`config.mk`:
```
export PLATFORM = sky130hd
export DESIGN_NAME = spi_slave_memory_port
export DESIGN_NICKNAME = d
export VERILOG_FILES = /design/src/logic/spi_port_pkg.sv /design/src/logic/spi_slave_memory_port.sv
export SDC_FILE = /design/constraint.sdc
export NUM_CORES = 1
export LEC_CHECK = 0
export BUFFER_PORTS_ARGS = -buffer_cell sky130_fd_sc_hd__buf_4
export CORE_MARGIN = 2
export CORE_UTILIZATION = 54
export CTS_CLUSTER_DIAMETER = 40
export CTS_CLUSTER_SIZE = 10
export DETAILED_ROUTE_END_ITERATION = 8
export PLACE_DENSITY_LB_ADDON = 0.2
export SLEW_MARGIN = 10
export SYNTH_ARGS = -nofsm -noshare
export SYNTH_HDL_FRONTEND = slang
export SYNTH_SLANG_ARGS = --single-unit
```
`constraint.sdc`:
```
create_clock -name core_clk -period 5.8 [get_ports core_clk]
set_clock_uncertainty 0.15 [all_clocks]
set_input_delay 0.29 -clock core_clk [delete_from_list [all_inputs] [get_ports core_clk]]
set_output_delay 0.29 -clock core_clk [all_outputs]
set_load 0.02 [all_outputs]
```
`src/logic/spi_port_pkg.sv`:
```
`default_nettype none
package spi_port_pkg;
    // Register offsets
    localparam logic [15:0] FLAG_OFFSET = 16'h00F8;
    localparam logic [15:0] CMD_OFFSET = 16'h00FD;
    localparam logic [15:0] SELECTOR_OFFSET = 16'h2080;
    localparam logic [15:0] STROBE_OFFSET = 16'h2081;
    localparam logic [15:0] IRQ_ENABLE_OFFSET = 16'h2701;
    localparam logic [15:0] STATUS_OFFSET = 16'h2708;
    localparam logic [15:0] PORT_CTRL_OFFSET = 16'h270C;
    // Field positions
    localparam int FLAG_BIT = 7;
    localparam int IRQ_ENABLE_BIT = 7;
    localparam int PORT_ENABLE_BIT = 4;
    localparam int SAFE_BIT = 3;
    localparam int STAT_ERR = 7;
    localparam int STAT_RPAR = 6;
    localparam int STAT_WPAR = 5;
    localparam int STAT_MODE = 1;
    localparam int STAT_READY = 0;
    // Reset values
    localparam logic FLAG_RESET = 1'b0;
    localparam logic IRQ_ENABLE_RESET = 1'b0;
    localparam logic PORT_ENABLE_RESET = 1'b1;
    localparam logic SAFE_RESET = 1'b0;
    localparam logic [7:0] STATUS_RESET = 8'h00;
    localparam logic [7:0] CMD_RESET = 8'h00;
    // Write window in protected mode
    localparam logic [15:0] SAFE_LO = 16'h0400;
    localparam logic [15:0] SAFE_HI = 16'h040F;
    // Flash mode entry codes
    localparam logic [7:0] SEL_ERASE = 8'hD1;
    localparam logic [7:0] SEL_READBACK = 8'h2E;
    localparam logic [7:0] STROBE_KEY = 8'h96;
    localparam logic [3:0] FLASH_KEY = 4'h2;
    // Byte positions within a transaction, and the status count for a short one
    localparam logic [2:0] IDX_ADDR_HI = 3'h0;
    localparam logic [2:0] IDX_ADDR_LO = 3'h1;
    localparam logic [2:0] IDX_CMD = 3'h2;
    localparam logic [2:0] IDX_STATUS = 3'h3;
    localparam logic [2:0] IDX_DATA = 3'h4;
    localparam logic [2:0] SHORT_COUNT = 3'h7;
    typedef enum logic [1:0] {
        MEM_IDLE = 2'b00,
        MEM_WRITE = 2'b01,
        MEM_READ = 2'b10
    } mem_state_t;
endpackage : spi_port_pkg
`default_nettype wire

```
`src/logic/spi_slave_memory_port.sv`:
```
`timescale 1ns/1ps
`default_nettype none
// Functional notes
// RULE1: Protected mode allows writes only 0x400-0x40F
// RULE2: One-byte transaction is command, raises interrupt
// RULE3: Frame: address, command, status, then data
// RULE4: Read command streams data, interrupts unless 0x80
// RULE5: Write command stores data, interrupts unless 0x00
// RULE6: Hardware sets flag; software clears writing zero
// RULE7: Protected bit resets low, blocks other writes
// RULE8: Status bit 7 reports previous transfer failure
// RULE9: Status bit 6 is parity of sent bytes
// RULE10: Status bit 5 is parity of received bytes
// RULE11: Status bits 4:2 count data; short gives 111
// RULE12: Bit 1 flash mode gated by test; bit 0 ready
// RULE13: Flash mode routes every access to flash
// RULE14: Flash word committed after odd byte arrives
// RULE15: Large flash: one-byte transaction sets bank
// RULE16: Host writes flash with six-byte 0x00 transactions
// RULE17: Flash reads use 0x80; four-byte write polls
// RULE18: Entry needs emulation, no boot, unlocked, key
// RULE19: Selector and strobe writable only from link
// RULE20: Selector 0xD1 erase, 0x2E readback if unlocked
// RULE21: Strobe 0x96 enters; any strobe clears selector
// RULE22: Entry halts processor, resets flash, may erase
// RULE23: Deselected port idles, output released
// RULE24: Command top bit selects read or write
// RULE25: Bytes MSB first, sampled on rising edge
module spi_slave_memory_port
    import spi_port_pkg::*;
#(
    parameter bit LARGE_FLASH = 1'b1,
    parameter int FIFO_DEPTH = 2
) (
    input wire logic core_clk,
    input wire logic rst,
    input wire logic port_select_n,
    input wire logic link_clk,
    input wire logic link_din,
    output logic link_dout,
    output logic link_dout_oe_n,
    input wire logic test_pin,
    input wire logic emulation_enable_pin,
    input wire logic boot_phase_flag,
    input wire logic readback_lock,
    input wire logic [3:0] flash_write_key,
    input wire logic flash_ready,
    input wire logic [15:0] mpu_addr,
    input wire logic mpu_wr,
    input wire logic mpu_rd,
    input wire logic [7:0] mpu_wdata,
    output logic [7:0] mpu_rdata,
    output logic mpu_irq,
    output logic mem_req,
    output logic mem_we,
    output logic mem_word,
    output logic [15:0] mem_addr,
    output logic [15:0] mem_wdata,
    input wire logic [7:0] mem_rdata,
    input wire logic mem_ack,
    output logic [1:0] flash_bank_select,
    output logic flash_programming_mode,
    output logic flash_ctrl_reset,
    output logic mass_erase_start
);
    localparam int PW = (FIFO_DEPTH > 1) ? $clog2(FIFO_DEPTH) : 1;
    localparam int CW = $clog2(FIFO_DEPTH + 1);

    function automatic logic [PW-1:0] ptr_inc(input logic [PW-1:0] p);
        ptr_inc = (p == PW'(FIFO_DEPTH - 1)) ? '0 : PW'(p + PW'(1));
    endfunction : ptr_inc

    // Pin synchronisers
    logic [1:0] sel_s;
    logic [2:0] clk_s;
    logic [1:0] din_s;
    logic [1:0] test_s;
    logic [1:0] emu_s;
    always_ff @(posedge core_clk or posedge rst) begin
        if (rst) begin
            sel_s <= 2'h3;
            clk_s <= 3'h0;
            din_s <= 2'h0;
            test_s <= 2'h0;
            emu_s <= 2'h0;
        end else begin
            sel_s <= {sel_s[0], port_select_n};
            clk_s <= {clk_s[1:0], link_clk};
            din_s <= {din_s[0], link_din};
            test_s <= {test_s[0], test_pin};
            emu_s <= {emu_s[0], emulation_enable_pin};
        end
    end

    // Link side and register state
    logic active_reg, active_next, dout_reg, dout_next, oe_n_reg, oe_n_next;
    logic [2:0] bit_reg, bit_next, idx_reg, idx_next, dcnt_reg, dcnt_next;
    logic [7:0] shift_reg, shift_next, tx_reg, tx_next, byte0_reg, byte0_next;
    logic [7:0] cmd_reg, cmd_next, hcmd_reg, hcmd_next, stat_reg, stat_next;
    logic [7:0] selector_reg, selector_next, rdata_reg, rdata_next;
    logic [15:0] addr_reg, addr_next;
    logic wpar_reg, wpar_next, rpar_reg, rpar_next, err_reg, err_next;
    logic flag_reg, flag_next, ien_reg, ien_next, pen_reg, pen_next;
    logic safe_reg, safe_next, fmode_reg, fmode_next, irq_reg, irq_next;
    logic fcr_reg, fcr_next, erase_reg, erase_next;
    logic [1:0] bank_reg, bank_next;
    // Memory side state
    mem_state_t mstate_reg, mstate_next;
    logic mreq_reg, mreq_next, mwe_reg, mwe_next, mword_reg, mword_next;
    logic [15:0] maddr_reg, maddr_next, mwdata_reg, mwdata_next, rdaddr_reg, rdaddr_next;
    logic [7:0] lo_reg, lo_next, rbuf_reg, rbuf_next;
    logic rbuf_ok_reg, rbuf_ok_next, rdpend_reg, rdpend_next;
    logic [15:0] fifo_addr [FIFO_DEPTH];
    logic [7:0] fifo_data [FIFO_DEPTH];
    logic [PW-1:0] wptr_reg, wptr_next, rptr_reg, rptr_next;
    logic [CW-1:0] cnt_reg, cnt_next;
    // Handshakes between the two groups
    logic selected, rise, fall, end_evt, push, pop, take, rd_start, cap, strobe_hit;
    logic entry_ok, sel_valid, allowed, fifo_full, fifo_empty;
    logic [7:0] b, cap_val;

    assign selected = !sel_s[1] && pen_reg;
    assign rise = clk_s[1] && !clk_s[2];
    assign fall = !clk_s[1] && clk_s[2];
    assign end_evt = active_reg && !selected;
    assign fifo_full = (cnt_reg == CW'(FIFO_DEPTH));
    assign fifo_empty = (cnt_reg == '0);
    assign b = {shift_reg[6:0], din_s[1]}; // [RULE25]
    assign sel_valid = (selector_reg == SEL_ERASE) ||
        (selector_reg == SEL_READBACK && !readback_lock); // [RULE20]
    assign entry_ok = emu_s[1] && !boot_phase_flag && !readback_lock &&
        (flash_write_key == FLASH_KEY); // [RULE18]
    assign allowed = fmode_reg || !safe_reg ||
        (addr_reg >= SAFE_LO && addr_reg <= SAFE_HI); // [RULE1] [RULE7]

    always_comb begin
        {active_next, dout_next, oe_n_next, bit_next, idx_next} = {active_reg,
            dout_reg, oe_n_reg, bit_reg, idx_reg};
        {dcnt_next, shift_next, tx_next, byte0_next, cmd_next} = {dcnt_reg,
            shift_reg, tx_reg, byte0_reg, cmd_reg};
        {hcmd_next, stat_next, selector_next, addr_next} = {hcmd_reg, stat_reg,
            selector_reg, addr_reg};
        {wpar_next, rpar_next, err_next, flag_next, ien_next} = {wpar_reg,
            rpar_reg, err_reg, flag_reg, ien_reg};
        {pen_next, safe_next, fmode_next, bank_next} = {pen_reg, safe_reg,
            fmode_reg, bank_reg};
        rdata_next = rdata_reg;
        fcr_next = 1'b0;
        erase_next = 1'b0;
        irq_next = flag_reg && ien_reg;
        push = 1'b0;
        take = 1'b0;
        rd_start = 1'b0;
        cap = 1'b0;
        cap_val = cmd_reg;
        strobe_hit = 1'b0;
        // Processor register access; selector and strobe have no path here
        if (mpu_rd) begin // [RULE19]
            unique case (mpu_addr)
                FLAG_OFFSET: rdata_next = {flag_reg, 7'h00};
                CMD_OFFSET: rdata_next = hcmd_reg;
                IRQ_ENABLE_OFFSET: rdata_next = {ien_reg, 7'h00};
                STATUS_OFFSET: rdata_next = stat_reg;
                PORT_CTRL_OFFSET: rdata_next = {3'h0, pen_reg, safe_reg, 3'h0};
                default: rdata_next = 8'h00;
            endcase
        end
        if (mpu_wr) begin
            unique case (mpu_addr)
                FLAG_OFFSET: if (!mpu_wdata[FLAG_BIT]) flag_next = 1'b0; // [RULE6]
                IRQ_ENABLE_OFFSET: ien_next = mpu_wdata[IRQ_ENABLE_BIT];
                PORT_CTRL_OFFSET: begin
                    pen_next = mpu_wdata[PORT_ENABLE_BIT];
                    safe_next = mpu_wdata[SAFE_BIT]; // [RULE7]
                end
                default: ;
            endcase
        end
        if (!selected) begin
            oe_n_next = 1'b1; // [RULE23]
            dout_next = 1'b0;
            active_next = 1'b0;
            if (end_evt && (idx_reg != '0 || bit_reg != '0)) begin
                stat_next = {err_reg || bit_reg != '0, rpar_reg, wpar_reg, // [RULE8] [RULE9] [RULE10]
                    (idx_reg < IDX_DATA) ? SHORT_COUNT : dcnt_reg, // [RULE11]
                    fmode_reg && test_s[1], flash_ready}; // [RULE12]
                if (idx_reg == IDX_ADDR_LO && bit_reg == '0) begin
                    cap = 1'b1; // [RULE2]
                    cap_val = byte0_reg;
                    if (fmode_reg && LARGE_FLASH) bank_next = byte0_reg[1:0]; // [RULE15]
                end else if (idx_reg >= IDX_STATUS && cmd_reg[6:0] != 7'h00) begin
                    cap = 1'b1; // [RULE4] [RULE5]
                end
            end
            if (cap) begin
                hcmd_next = cap_val;
                if (!fmode_reg) flag_next = 1'b1; // [RULE6]
            end
            {bit_next, idx_next, dcnt_next, shift_next, tx_next} = '0;
            {wpar_next, rpar_next, err_next} = 3'h0;
        end else begin
            active_next = 1'b1;
            oe_n_next = 1'b0;
            if (fall) begin
                dout_next = tx_reg[7]; // [RULE25]
                tx_next = {tx_reg[6:0], 1'b0};
            end
            if (rise) begin
                shift_next = b;
                bit_next = 3'(bit_reg + 3'h1);
                if (bit_reg == '0 && idx_reg == IDX_DATA && cmd_reg[7])
                    rpar_next = rpar_reg ^ dout_reg ^ (^tx_reg[7:1]); // [RULE9]
                if (bit_reg == 3'h7) begin
                    wpar_next = wpar_reg ^ (^b); // [RULE10]
                    if (idx_reg < IDX_DATA) idx_next = 3'(idx_reg + 3'h1);
                    if (idx_reg == IDX_ADDR_HI) begin
                        byte0_next = b;
                        addr_next[15:8] = b; // [RULE3]
                    end else if (idx_reg == IDX_ADDR_LO) begin
                        addr_next[7:0] = b;
                    end else if (idx_reg == IDX_CMD) begin
                        cmd_next = b;
                        tx_next = stat_reg; // [RULE3]
                        if (b[7]) begin
                            rd_start = 1'b1; // [RULE24]
                            addr_next = 16'(addr_reg + 16'h0001);
                        end
                    end else begin
                        if (idx_reg == IDX_DATA) dcnt_next = 3'(dcnt_reg + 3'h1);
                        if (cmd_reg[7]) begin
                            if (rbuf_ok_reg) begin
                                tx_next = rbuf_reg; // [RULE4] [RULE17]
                                take = 1'b1;
                            end else begin
                                tx_next = 8'h00;
                                err_next = 1'b1; // [RULE8]
                            end
                            rd_start = 1'b1;
                            addr_next = 16'(addr_reg + 16'h0001);
                        end else if (idx_reg == IDX_DATA) begin
                            addr_next = 16'(addr_reg + 16'h0001); // [RULE5]
                            if (!allowed) begin
                                err_next = 1'b1; // [RULE1] [RULE7]
                            end else if (!fmode_reg && addr_reg == SELECTOR_OFFSET) begin
                                selector_next = b; // [RULE20]
                            end else if (!fmode_reg && addr_reg == STROBE_OFFSET) begin
                                strobe_hit = 1'b1;
                                selector_next = 8'h00; // [RULE21]
                                if (b == STROBE_KEY && sel_valid && entry_ok) begin
                                    fmode_next = 1'b1; // [RULE21] [RULE22]
                                    fcr_next = 1'b1;
                                    erase_next = (selector_reg == SEL_ERASE);
                                end
                            end else if (fifo_full) begin
                                err_next = 1'b1;
                            end else begin
                                push = 1'b1;
                            end
                        end
                    end
                end
            end
        end
        if (!test_s[1]) stat_next[STAT_MODE] = 1'b0; // [RULE12]
    end

    always_ff @(posedge core_clk or posedge rst) begin
        if (rst) begin
            {active_reg, dout_reg, bit_reg, idx_reg, dcnt_reg} <= '0;
            oe_n_reg <= 1'b1;
            {shift_reg, tx_reg, byte0_reg, cmd_reg, selector_reg, rdata_reg} <= '0;
            {addr_reg, wpar_reg, rpar_reg, err_reg} <= '0;
            hcmd_reg <= CMD_RESET;
            stat_reg <= STATUS_RESET;
            flag_reg <= FLAG_RESET;
            ien_reg <= IRQ_ENABLE_RESET;
            pen_reg <= PORT_ENABLE_RESET;
            safe_reg <= SAFE_RESET;
            {fmode_reg, irq_reg, fcr_reg, erase_reg, bank_reg} <= '0;
        end else begin
            {active_reg, dout_reg, oe_n_reg, bit_reg, idx_reg} <= {active_next,
                dout_next, oe_n_next, bit_next, idx_next};
            {dcnt_reg, shift_reg, tx_reg, byte0_reg, cmd_reg} <= {dcnt_next,
                shift_next, tx_next, byte0_next, cmd_next};
            {hcmd_reg, stat_reg, selector_reg, rdata_reg, addr_reg} <= {hcmd_next,
                stat_next, selector_next, rdata_next, addr_next};
            {wpar_reg, rpar_reg, err_reg, flag_reg, ien_reg, pen_reg} <= {wpar_next,
                rpar_next, err_next, flag_next, ien_next, pen_next};
            {safe_reg, fmode_reg, irq_reg, fcr_reg, erase_reg, bank_reg} <= {safe_next,
                fmode_next, irq_next, fcr_next, erase_next, bank_next};
        end
    end

    // Two-entry write buffer and memory sequencer
    always_comb begin
        {mstate_next, mreq_next, mwe_next, mword_next} = {mstate_reg, mreq_reg,
            mwe_reg, mword_reg};
        {maddr_next, mwdata_next, rdaddr_next, lo_next} = {maddr_reg, mwdata_reg,
            rdaddr_reg, lo_reg};
        {rbuf_next, rbuf_ok_next, rdpend_next} = {rbuf_reg, rbuf_ok_reg, rdpend_reg};
        pop = 1'b0;
        if (take || rd_start) rbuf_ok_next = 1'b0;
        if (rd_start) begin
            rdpend_next = 1'b1;
            rdaddr_next = addr_reg;
        end
        unique case (mstate_reg)
            MEM_IDLE: begin
                if (!fifo_empty) begin
                    pop = 1'b1;
                    if (fmode_reg && !fifo_addr[rptr_reg][0]) begin
                        lo_next = fifo_data[rptr_reg];
                    end else begin
                        mstate_next = MEM_WRITE;
                        {mreq_next, mwe_next} = 2'h3;
                        mword_next = fmode_reg; // [RULE13] [RULE14]
                        maddr_next = fmode_reg ? {fifo_addr[rptr_reg][15:1], 1'b0} :
                            fifo_addr[rptr_reg];
                        mwdata_next = fmode_reg ? {fifo_data[rptr_reg], lo_reg} :
                            {8'h00, fifo_data[rptr_reg]};
                    end
                end else if (rdpend_reg && !rd_start) begin
                    mstate_next = MEM_READ;
                    {mreq_next, mwe_next, mword_next} = 3'h4;
                    maddr_next = rdaddr_reg;
                    rdpend_next = 1'b0;
                end
            end
            MEM_WRITE: begin
                if (mem_ack) begin
                    mstate_next = MEM_IDLE;
                    {mreq_next, mwe_next, mword_next} = 3'h0;
                end
            end
            MEM_READ: begin
                if (mem_ack) begin
                    mstate_next = MEM_IDLE;
                    mreq_next = 1'b0;
                    rbuf_next = mem_rdata;
                    rbuf_ok_next = !rd_start && !rdpend_reg;
                end
            end
            default: mstate_next = MEM_IDLE;
        endcase
        wptr_next = push ? ptr_inc(wptr_reg) : wptr_reg;
        rptr_next = pop ? ptr_inc(rptr_reg) : rptr_reg;
        cnt_next = CW'(cnt_reg + CW'(push) - CW'(pop));
    end

    always_ff @(posedge core_clk or posedge rst) begin
        if (rst) begin
            mstate_reg <= MEM_IDLE;
            {mreq_reg, mwe_reg, mword_reg, maddr_reg, mwdata_reg, rdaddr_reg} <= '0;
            {lo_reg, rbuf_reg, rbuf_ok_reg, rdpend_reg} <= '0;
            {wptr_reg, rptr_reg, cnt_reg} <= '0;
        end else begin
            mstate_reg <= mstate_next;
            {mreq_reg, mwe_reg, mword_reg, maddr_reg, mwdata_reg} <= {mreq_next,
                mwe_next, mword_next, maddr_next, mwdata_next};
            {rdaddr_reg, lo_reg, rbuf_reg, rbuf_ok_reg, rdpend_reg} <= {rdaddr_next,
                lo_next, rbuf_next, rbuf_ok_next, rdpend_next};
            {wptr_reg, rptr_reg, cnt_reg} <= {wptr_next, rptr_next, cnt_next};
        end
    end

    always_ff @(posedge core_clk) begin
        if (push) begin
            fifo_addr[wptr_reg] <= addr_reg;
            fifo_data[wptr_reg] <= b;
        end
    end

    assign link_dout = dout_reg;
    assign link_dout_oe_n = oe_n_reg;
    assign mpu_rdata = rdata_reg;
    assign mpu_irq = irq_reg;
    assign mem_req = mreq_reg;
    assign mem_we = mwe_reg;
    assign mem_word = mword_reg;
    assign mem_addr = maddr_reg;
    assign mem_wdata = mwdata_reg;
    assign flash_bank_select = bank_reg;
    assign flash_programming_mode = fmode_reg;
    assign flash_ctrl_reset = fcr_reg;
    assign mass_erase_start = erase_reg;
endmodule : spi_slave_memory_port
`default_nettype wire

```
==> results of run 1 <==
cells in the final DEF, fill, tap and decap left out, types with 7 or more instances in the layout:
cell / instances
dfrtp_1: 186
nand2_1: 115
buf_4: 104
o21ai_0: 82
mux2_2: 54
nor2_1: 48
edfxtp_1: 48
mux2i_1: 45
inv_1: 44
a21oi_1: 41
clkbuf_16: 37
dlygate4sd3_1: 25
ha_1: 21
nand4_1: 18
xnor2_1: 16
a22oi_1: 15
nand2b_1: 14
o22ai_1: 14
nand3_1: 13
nor3_1: 9
nor2b_1: 8
clkbuf_1: 7
power by group through the flow:
| stage | Sequential (mW) | Combinational [mW] | Clock (mW) |
|---|---|---|---|
| 3_5_place_dp | 1.74 | 0.0676 | 0 |
| 3_3_place_gp | 1.74 | 0.0669 | 0 |
| 4_1_cts | 1.71 | 0.0794 | 2.02 |
| 6_report | 1.71 | 0.0771 | 1.98 |
| 2_1_floorplan | 1.74 | 0.0318 | 0 |
| 5_1_grt | 1.71 | 0.0872 | 2.10 |
layout make-up:
type	count	area, um^2	area share
multi-input cells	616	4190	0.321
inverters	46	180	0.0138
clock inverters	15	101	0.00777
clock buffers	49	1020	0.0782
well taps	265	332	0.0254
flip-flops and latches	238	6200	0.475
repair buffers	129	1030	0.0790
worst max-delay path by stage:
stage,cells past startpoint,endpoint,from
after floorplan,1,active_reg$_DFF_PP0_,rst
after global placement,7,mem_addr[13]$_DFFE_PP0P_,idx_reg[0]$_DFFE_PP0P_
after detailed placement,7,flag_reg$_DFF_PP0_,idx_reg[0]$_DFFE_PP0P_
after CTS,7,mem_addr[1]$_DFFE_PP0P_,idx_reg[0]$_DFFE_PP0P_
after global routing,6,rdaddr_reg[15]$_DFFE_PP0P_,idx_reg[0]$_DFFE_PP0P_
final,6,rdaddr_reg[9]$_DFFE_PP0P_,idx_reg[0]$_DFFE_PP0P_
kinds of logic after synthesis:
group	synth area share
and+or+nand+nor	0.131
DFF	0.578
AOI/OAI and AO/OA	0.116
muxes	0.104
buffers and inverters	0.0325
adders and majority gates	0.0245
xor gates and xnor gates	0.0147
metal layers:
layer  vias up  wire length, um  global-route usage
met2       213            11000               0.373
met3        43             1180              0.0421
met1      3639            10400               0.300
li1       3622                -                   -
met5         -                0                   0
met4         0              547              0.0683
worst max-delay path, stage by stage (launching register included):
cell	delay [ns]
dfrtp_1	0.44
inv_1	0.11
ha_1	0.16
nor2b_1	0.62
mux2i_1	0.27
nor2_2	0.83
mux2_2	0.43
==> run metrics, run 1 <==
postcts setup bufs=0; HPWL after detailed placement=15,200 um; Max Freq=319 MHz; switching portion of total power=0.210; Via-to-Cell Ratio=about 5.5; remaining global-route overflow=0; Starting Density=0.551; Setup crit start kind=register; CP required=approximately 6 ns; Routability Congestion=0.839; Hold WS=0.0784 ns; layout cells sized above 1=0.224; Net Switching=roughly 0.79 mW; combinational share of power=0.020; R2R cell count=6; critical path class=reg2reg; reg2reg setup slack=2.66 ns; Critical Path End Type=register; top cells by area, synth=dfrtp_1 43%, edfxtp_1 13%, mux2_2 5.7%; DRC=0; first-pass GRT wire length=38,400 um; Seq/Total Area, Yosys=0.578; CP arrival=3.37 ns; Routed WL=23,100 um; CTS H-tree lvls=2; Synth top area share=0.434; Period minus WS final=between 3 and 4 ns; drt first pass iters=5; PD cells=slightly below 300 nW/um^2; WHS Endpoint=flash_ctrl_reset$_DFF_PP0_; Clock power frac=0.525; pin count of the biggest net entering global routing=90; final core occ=0.671; Most used DFF post-synth=dfrtp_1; Cells after DPL=1,269; deepest clock path buffer count=3; placed cell area=11,700 um^2; Post-synth top cells=186 x dfrtp_1, 115 x nand2_1, 82 x o21ai_0; Finished Layout Cells=1,358; Die Width=145 um; hold-fix buffers at CTS=25; total power=3.77 mW; Fin. Hold Viols=0; WL per Instance=17.0 um; Final setup viols=0; CTS Buf Count=36; Largest Register=fifo_addr; Cells after Synth=940; n_diodes=0; static leakage=5.66 nW; Antenna Nets Post-Route=0; max-cap viol count=0; area leader, netlist=dfrtp_1; Max transition margin=0.267; Post-Syn Nets=~1,000; Internal Power=2.98 mW; CP max FO=18; dpl ws=2.68 ns; part of the cycle the worst path needs=0.541; Slew Limit Fails=0; reg-to-reg critical path startpoint=idx_reg[0]$_DFFE_PP0P_; Synth Register Bits=approximately 240; Worst-Skew Late Latency=~0.50 ns; vias=about 7,500; Port Buffers=94; core area=19,500 um^2; maximum vdd drop=~0.24 mV; Distinct cells, synth=about 80; Area Overhead vs Synth=21.7%; antenna violations before repair=0; RSZ-0062 raised after global routing=no; Design Area, Final=13,100 um^2; Reg power frac=0.454; post-synth design cell area=roughly 11,000 um^2; Fillers=1,503; Setup WS post-layout=~2.7 ns; Syn Area/Cell=11.4 um^2; Cell Rows=51; total track usage=0.224; Hold Path Stages=5; initial drt markers=roughly 430; IO Pins=100; die area=between 20,000 and 25,000 um^2; max FFs per register=32; Worst-Margin Slew=1.09 ns; YS warnings=0; vias in the first global route=7,531; CTS root buf=clkbuf_16; Post-Route Setup TNS=0 ns; worst hold start=flash_write_key[1]; worst reg2reg path endpoint=rdaddr_reg[9]$_DFFE_PP0P_; Die Ht=145 um; count leader, synth=dfrtp_1; Post-CTS Resized=0; clock sinks=between 200 and 250; clock slew at reported path FFs=0.05 ns; Post-synth EDFFs=48; run status=completed; worst min path class=in2reg; CTS tree=yes; Final nets=1,137; ys async rst share=0.798
(Power assumes the default switching activity.)
==> inputs of run 2 (changes only) <==
clock period = 2.6 ns   (was 5.8 ns; I/O delays follow)
==> run metrics, run 2 (same netlist as run 1, synthesis figures left out) <==
remaining global-route overflow=0; clock sinks=between 200 and 250; vias=~7,900; RSZ-0062 raised after global routing=yes; drt first pass iters=5; part of the cycle the worst path needs=1.00; DRC=0; Worst-Skew Late Latency=0.51 ns; failing checks=setup timing; Hold WS=0.00230 ns; maximum vdd drop=0.643 mV; Design Area, Final=13,700 um^2; CTS root buf=clkbuf_16; Cell Rows=51; commonest cells after routing, fill and taps aside=186 x dfrtp_1, 158 x buf_4, 115 x nand2_1, 82 x o21ai_0, 54 x mux2_2; Largest Register=fifo_addr; Reg power frac=0.448; Antenna Nets Post-Route=0; placed cell area=around 12,000 um^2; Fin. Hold Viols=0; commonest non-fill, non-tap cell in the layout=dfrtp_1; Critical Path End Type=register; Slew Limit Fails=0; CTS H-tree lvls=2; Fillers=1,386; total power=8.51 mW; Post-Route Setup TNS=-0.000927 ns; Final nets=1,202; Area Overhead vs Synth=27.9%; Die Width=between 100 and 150 um; Setup crit start kind=register; run status=finished with violations; Via-to-Cell Ratio=5.51; Max Freq=384 MHz; antenna violations before repair=0; core area=19,500 um^2; IO Pins=100; Net Switching=about 1.8 mW; Routability Congestion=0.901; total track usage=0.236; max-cap viol count=0; Routed WL=24,200 um; PD cells=621 nW/um^2; die area=between 20,000 and 25,000 um^2; CTS Buf Count=36; dpl ws=-0.113 ns; worst min path class=in2reg; initial drt markers=604; WL per Instance=17.0 um; CTS tree=yes; critical path class=reg2reg; combinational share of power=0.023; Clock power frac=0.529; vias in the first global route=7,662; deepest clock path buffer count=3; Period minus WS final=~2.6 ns; layout cells sized above 1=0.270; CP max FO=2; Worst-Margin Slew=0.622 ns; Port Buffers=94; n_diodes=0; max FFs per register=32; CP arrival=2.83 ns; pin count of the biggest net entering global routing=around 110; Setup WS post-layout=-0.000927 ns; Die Ht=145 um; switching portion of total power=0.207; first-pass GRT wire length=40,300 um; CP required=2.83 ns; HPWL after detailed placement=16,200 um; clock slew at reported path FFs=about 0.050 ns; Starting Density=0.551; Internal Power=just under 7 mW; Max transition margin=0.583; Final setup viols=1; static leakage=6.03 nW
==> run 2: worst paths after layout <==
check                      cells past startpoint                     from                               end  slack [ns]
min reg2reg                                    0       clk_s[0]$_DFF_PP0_                clk_s[1]$_DFF_PP0_        0.20
min                                            5             mpu_addr[13]                flag_reg$_DFF_PP0_       0.002
max in group asynchronous                      4                      rst        rdaddr_reg[14]$_DFFE_PP0P_        1.58
max reg2reg                                   10  addr_reg[8]$_DFFE_PP0P_              cnt_reg[1]$_DFF_PP0_     -0.0009
max                                           10  addr_reg[8]$_DFFE_PP0P_              cnt_reg[1]$_DFF_PP0_     -0.0009
min in group asynchronous                      4                      rst  flash_bank_select[1]$_DFFE_PP0P_        0.18
==> run 2: critical path, stage by stage (launching register included) <==
cell and delay [ns]:
dfrtp_1 0.40, nor4_4 0.33, nand4_1 0.25, a2111oi_4 0.37
buf_4 0.19, nand3b_4 0.09, ha_4 0.28, inv_2 0.04
ha_4 0.15, xnor2_2 0.13, xnor2_1 0.12
==> run 2: cell type report <==
cell class	instances	area (um^2)	area share
Timing Repair Buffer	194	1600	0.117
Clock buffer	51	1020	0.0743
Multi-Input combinational cell	616	4270	0.311
Clock inverter	15	123	0.00894
Inverter	46	176	0.0129
Sequential cell	238	6200	0.452
Tap cell	265	332	0.0242
==> run 2: timing repair <==
action,in CTS,in global routing
gates resized for setup,8,6
buffers inserted,0,3
setup endpoints to repair,15,82
hold endpoints to repair,220,0
pin swaps,6,9
hold buffers,29,0
==> run 2: per-stage QoR <==
step                      instances   util
after floorplan                 940      -
after global placement         1327  0.626
after detailed placement       1327  0.626
after CTS                      1422  0.703
after global routing           1425  0.705
final                          1425  0.705
==> run 2: power by group through the flow <==
stage	Sequential, mW	Clock (mW)	Combinational [mW]
6_report	3.82	4.50	0.192
5_1_grt	3.81	4.79	0.215
4_1_cts	3.82	4.58	0.195
3_5_place_dp	3.88	0	0.164
3_3_place_gp	3.88	0	0.163
2_1_floorplan	3.88	0	0.0716
==> run 2: per-layer routing <==
| metal | track usage | part of all wire |
|---|---|---|
| met5 | 0 | 0 |
| met4 | 0.0678 | 0.021 |
| met3 | 0.0481 | 0.061 |
| met2 | 0.371 | 0.47 |
| met1 | 0.336 | 0.44 |
==> inputs of run 3 (changes only) <==
HOLD_SLACK_MARGIN = 0.15   (was not set)
==> run metrics, run 3 (same netlist as run 1, synthesis figures left out) <==
Worst-Margin Slew=0.633 ns; total track usage=0.240; reg-to-reg critical path startpoint=addr_reg[8]$_DFFE_PP0P_; Max Freq=387 MHz; Port Buffers=94; HPWL after detailed placement=16,200 um; die area=21,000 um^2; Final nets=about 1,200; layout cells sized above 1=0.268; worst reg2reg path endpoint=cnt_reg[1]$_DFF_PP0_; maximum vdd drop=around 0.64 mV; Slew Limit Fails=0; drt first pass iters=5; Setup crit start kind=register; Routability Congestion=0.901; clock slew at reported path FFs=0.05 ns; worst hold start=mpu_addr[11]; CP arrival=2.81 ns; Antenna Nets Post-Route=0; first-pass GRT wire length=a little over 40,000 um; worst min path class=in2reg; Design Area, Final=13,900 um^2; commonest non-fill, non-tap cell in the layout=dfrtp_1; remaining global-route overflow=0; CTS tree=yes; WL per Instance=~17 um; WHS Endpoint=pen_reg$_DFFE_PP1P_; reg2reg setup slack=0.02 ns; Critical Path End Type=register; total power=about 8.5 mW; run status=completed; max-cap viol count=0; Largest Register=fifo_addr; Die Ht=145 um; vias=approximately 7,900; Via-to-Cell Ratio=~5.5; Routed WL=24,700 um; CP max FO=2; placed cell area=12,200 um^2; Setup WS post-layout=about 0.016 ns; RSZ-0062 raised after global routing=yes; commonest cells after routing, fill and taps aside=186 x dfrtp_1, 161 x buf_4, 115 x nand2_1, 82 x o21ai_0, 54 x mux2_2; Period minus WS final=2.58 ns; Cell Rows=between 50 and 60; part of the cycle the worst path needs=0.994; initial drt markers=roughly 650; antenna violations before repair=1; clock sinks=238; Die Width=145 um; CP required=2.83 ns; critical path class=reg2reg; Starting Density=0.551; Worst-Skew Late Latency=0.50 ns; Max transition margin=0.576; IO Pins=100; max FFs per register=32; PD cells=613 nW/um^2; Cells after DPL=approximately 1,300; vias in the first global route=7,752; Area Overhead vs Synth=29.6%; CTS H-tree lvls=2; R2R cell count=10; DRC=0; Final setup viols=0; CTS root buf=clkbuf_16; Hold Path Stages=6; CTS Buf Count=36; pin count of the biggest net entering global routing=114; Post-Route Setup TNS=0 ns; Finished Layout Cells=1,443; Fin. Hold Viols=0; dpl ws=-0.113 ns; static leakage=6.13 nW; deepest clock path buffer count=3; core area=between 15,000 and 20,000 um^2
run 3: worst max-delay path by stage:
| stage | startpoint | endpoint | depth (start not counted) |
|---|---|---|---|
| after floorplan | rst | active_reg$_DFF_PP0_ | 1 |
| after global routing | addr_reg[8]$_DFFE_PP0P_ | cnt_reg[1]$_DFF_PP0_ | 10 |
| after CTS | mpu_addr[12] | safe_reg$_DFFE_PP0P_ | 8 |
| after global placement | addr_reg[8]$_DFFE_PP0P_ | cnt_reg[1]$_DFF_PP0_ | 10 |
| final | addr_reg[8]$_DFFE_PP0P_ | cnt_reg[1]$_DFF_PP0_ | 10 |
| after detailed placement | addr_reg[8]$_DFFE_PP0P_ | cnt_reg[1]$_DFF_PP0_ | 10 |
run 3: critical path, stage by stage, from the launching register on:
cell,delay [ns]
dfrtp_1,0.40
nor4_4,0.32
nand4_1,0.24
a2111oi_4,0.37
buf_4,0.19
nand3b_4,0.09
ha_4,0.28
inv_2,0.04
ha_4,0.15
xnor2_2,0.13
xnor2_1,0.12
run 3: what timing repair did:
action,CTS,global route
buffers inserted,0,6
hold buffers,45,0
gates resized for setup,8,9
pin swaps,6,8
endpoints found under the setup margin,15,88
endpoints found under the hold margin,224,0
run 3: cell type report:
type / count / area [um^2]
Inverter: 46 / 176
Timing Repair Buffer: 211 / 1770
Antenna cell: 1 / 2.50
Clock buffer: 51 / 1020
Tap cell: 265 / 332
Multi-Input combinational cell: 616 / 4280
Sequential cell: 238 / 6200
Fill cell: 1372 / 5560
Clock inverter: 15 / 123
run 3: per-layer routing:
layer / wire, um / vias to the layer above / GRT usage / share of wire
li1: - / 3796 / - / -
met1: 10900 / 3872 / 0.340 / 0.44
met2: 11700 / 231 / 0.379 / 0.47
met3: 1520 / 48 / 0.0478 / 0.062
met4: 545 / 0 / 0.0688 / 0.022
met5: 0 / - / 0 / 0
run 3: report_power, final:
| part | leakage [nW] | internal, mW | switching [mW] | total (mW) |
|---|---|---|---|---|
| Combinational | 2.61 | 0.103 | 0.108 | 0.211 |
| Clock | 0.553 | 2.85 | 1.65 | 4.50 |
| Sequential | 2.96 | 3.81 | 0.00604 | 3.82 |
run 3: stage by stage:
step / util / hold WS [ns]
2_1_floorplan: - / -0.0155
3_3_place_gp: 0.626 / 0.0887
3_5_place_dp: 0.626 / 0.0894
4_1_cts: 0.711 / 0.184
5_1_grt: 0.714 / 0.173
6_report: 0.714 / 0.168
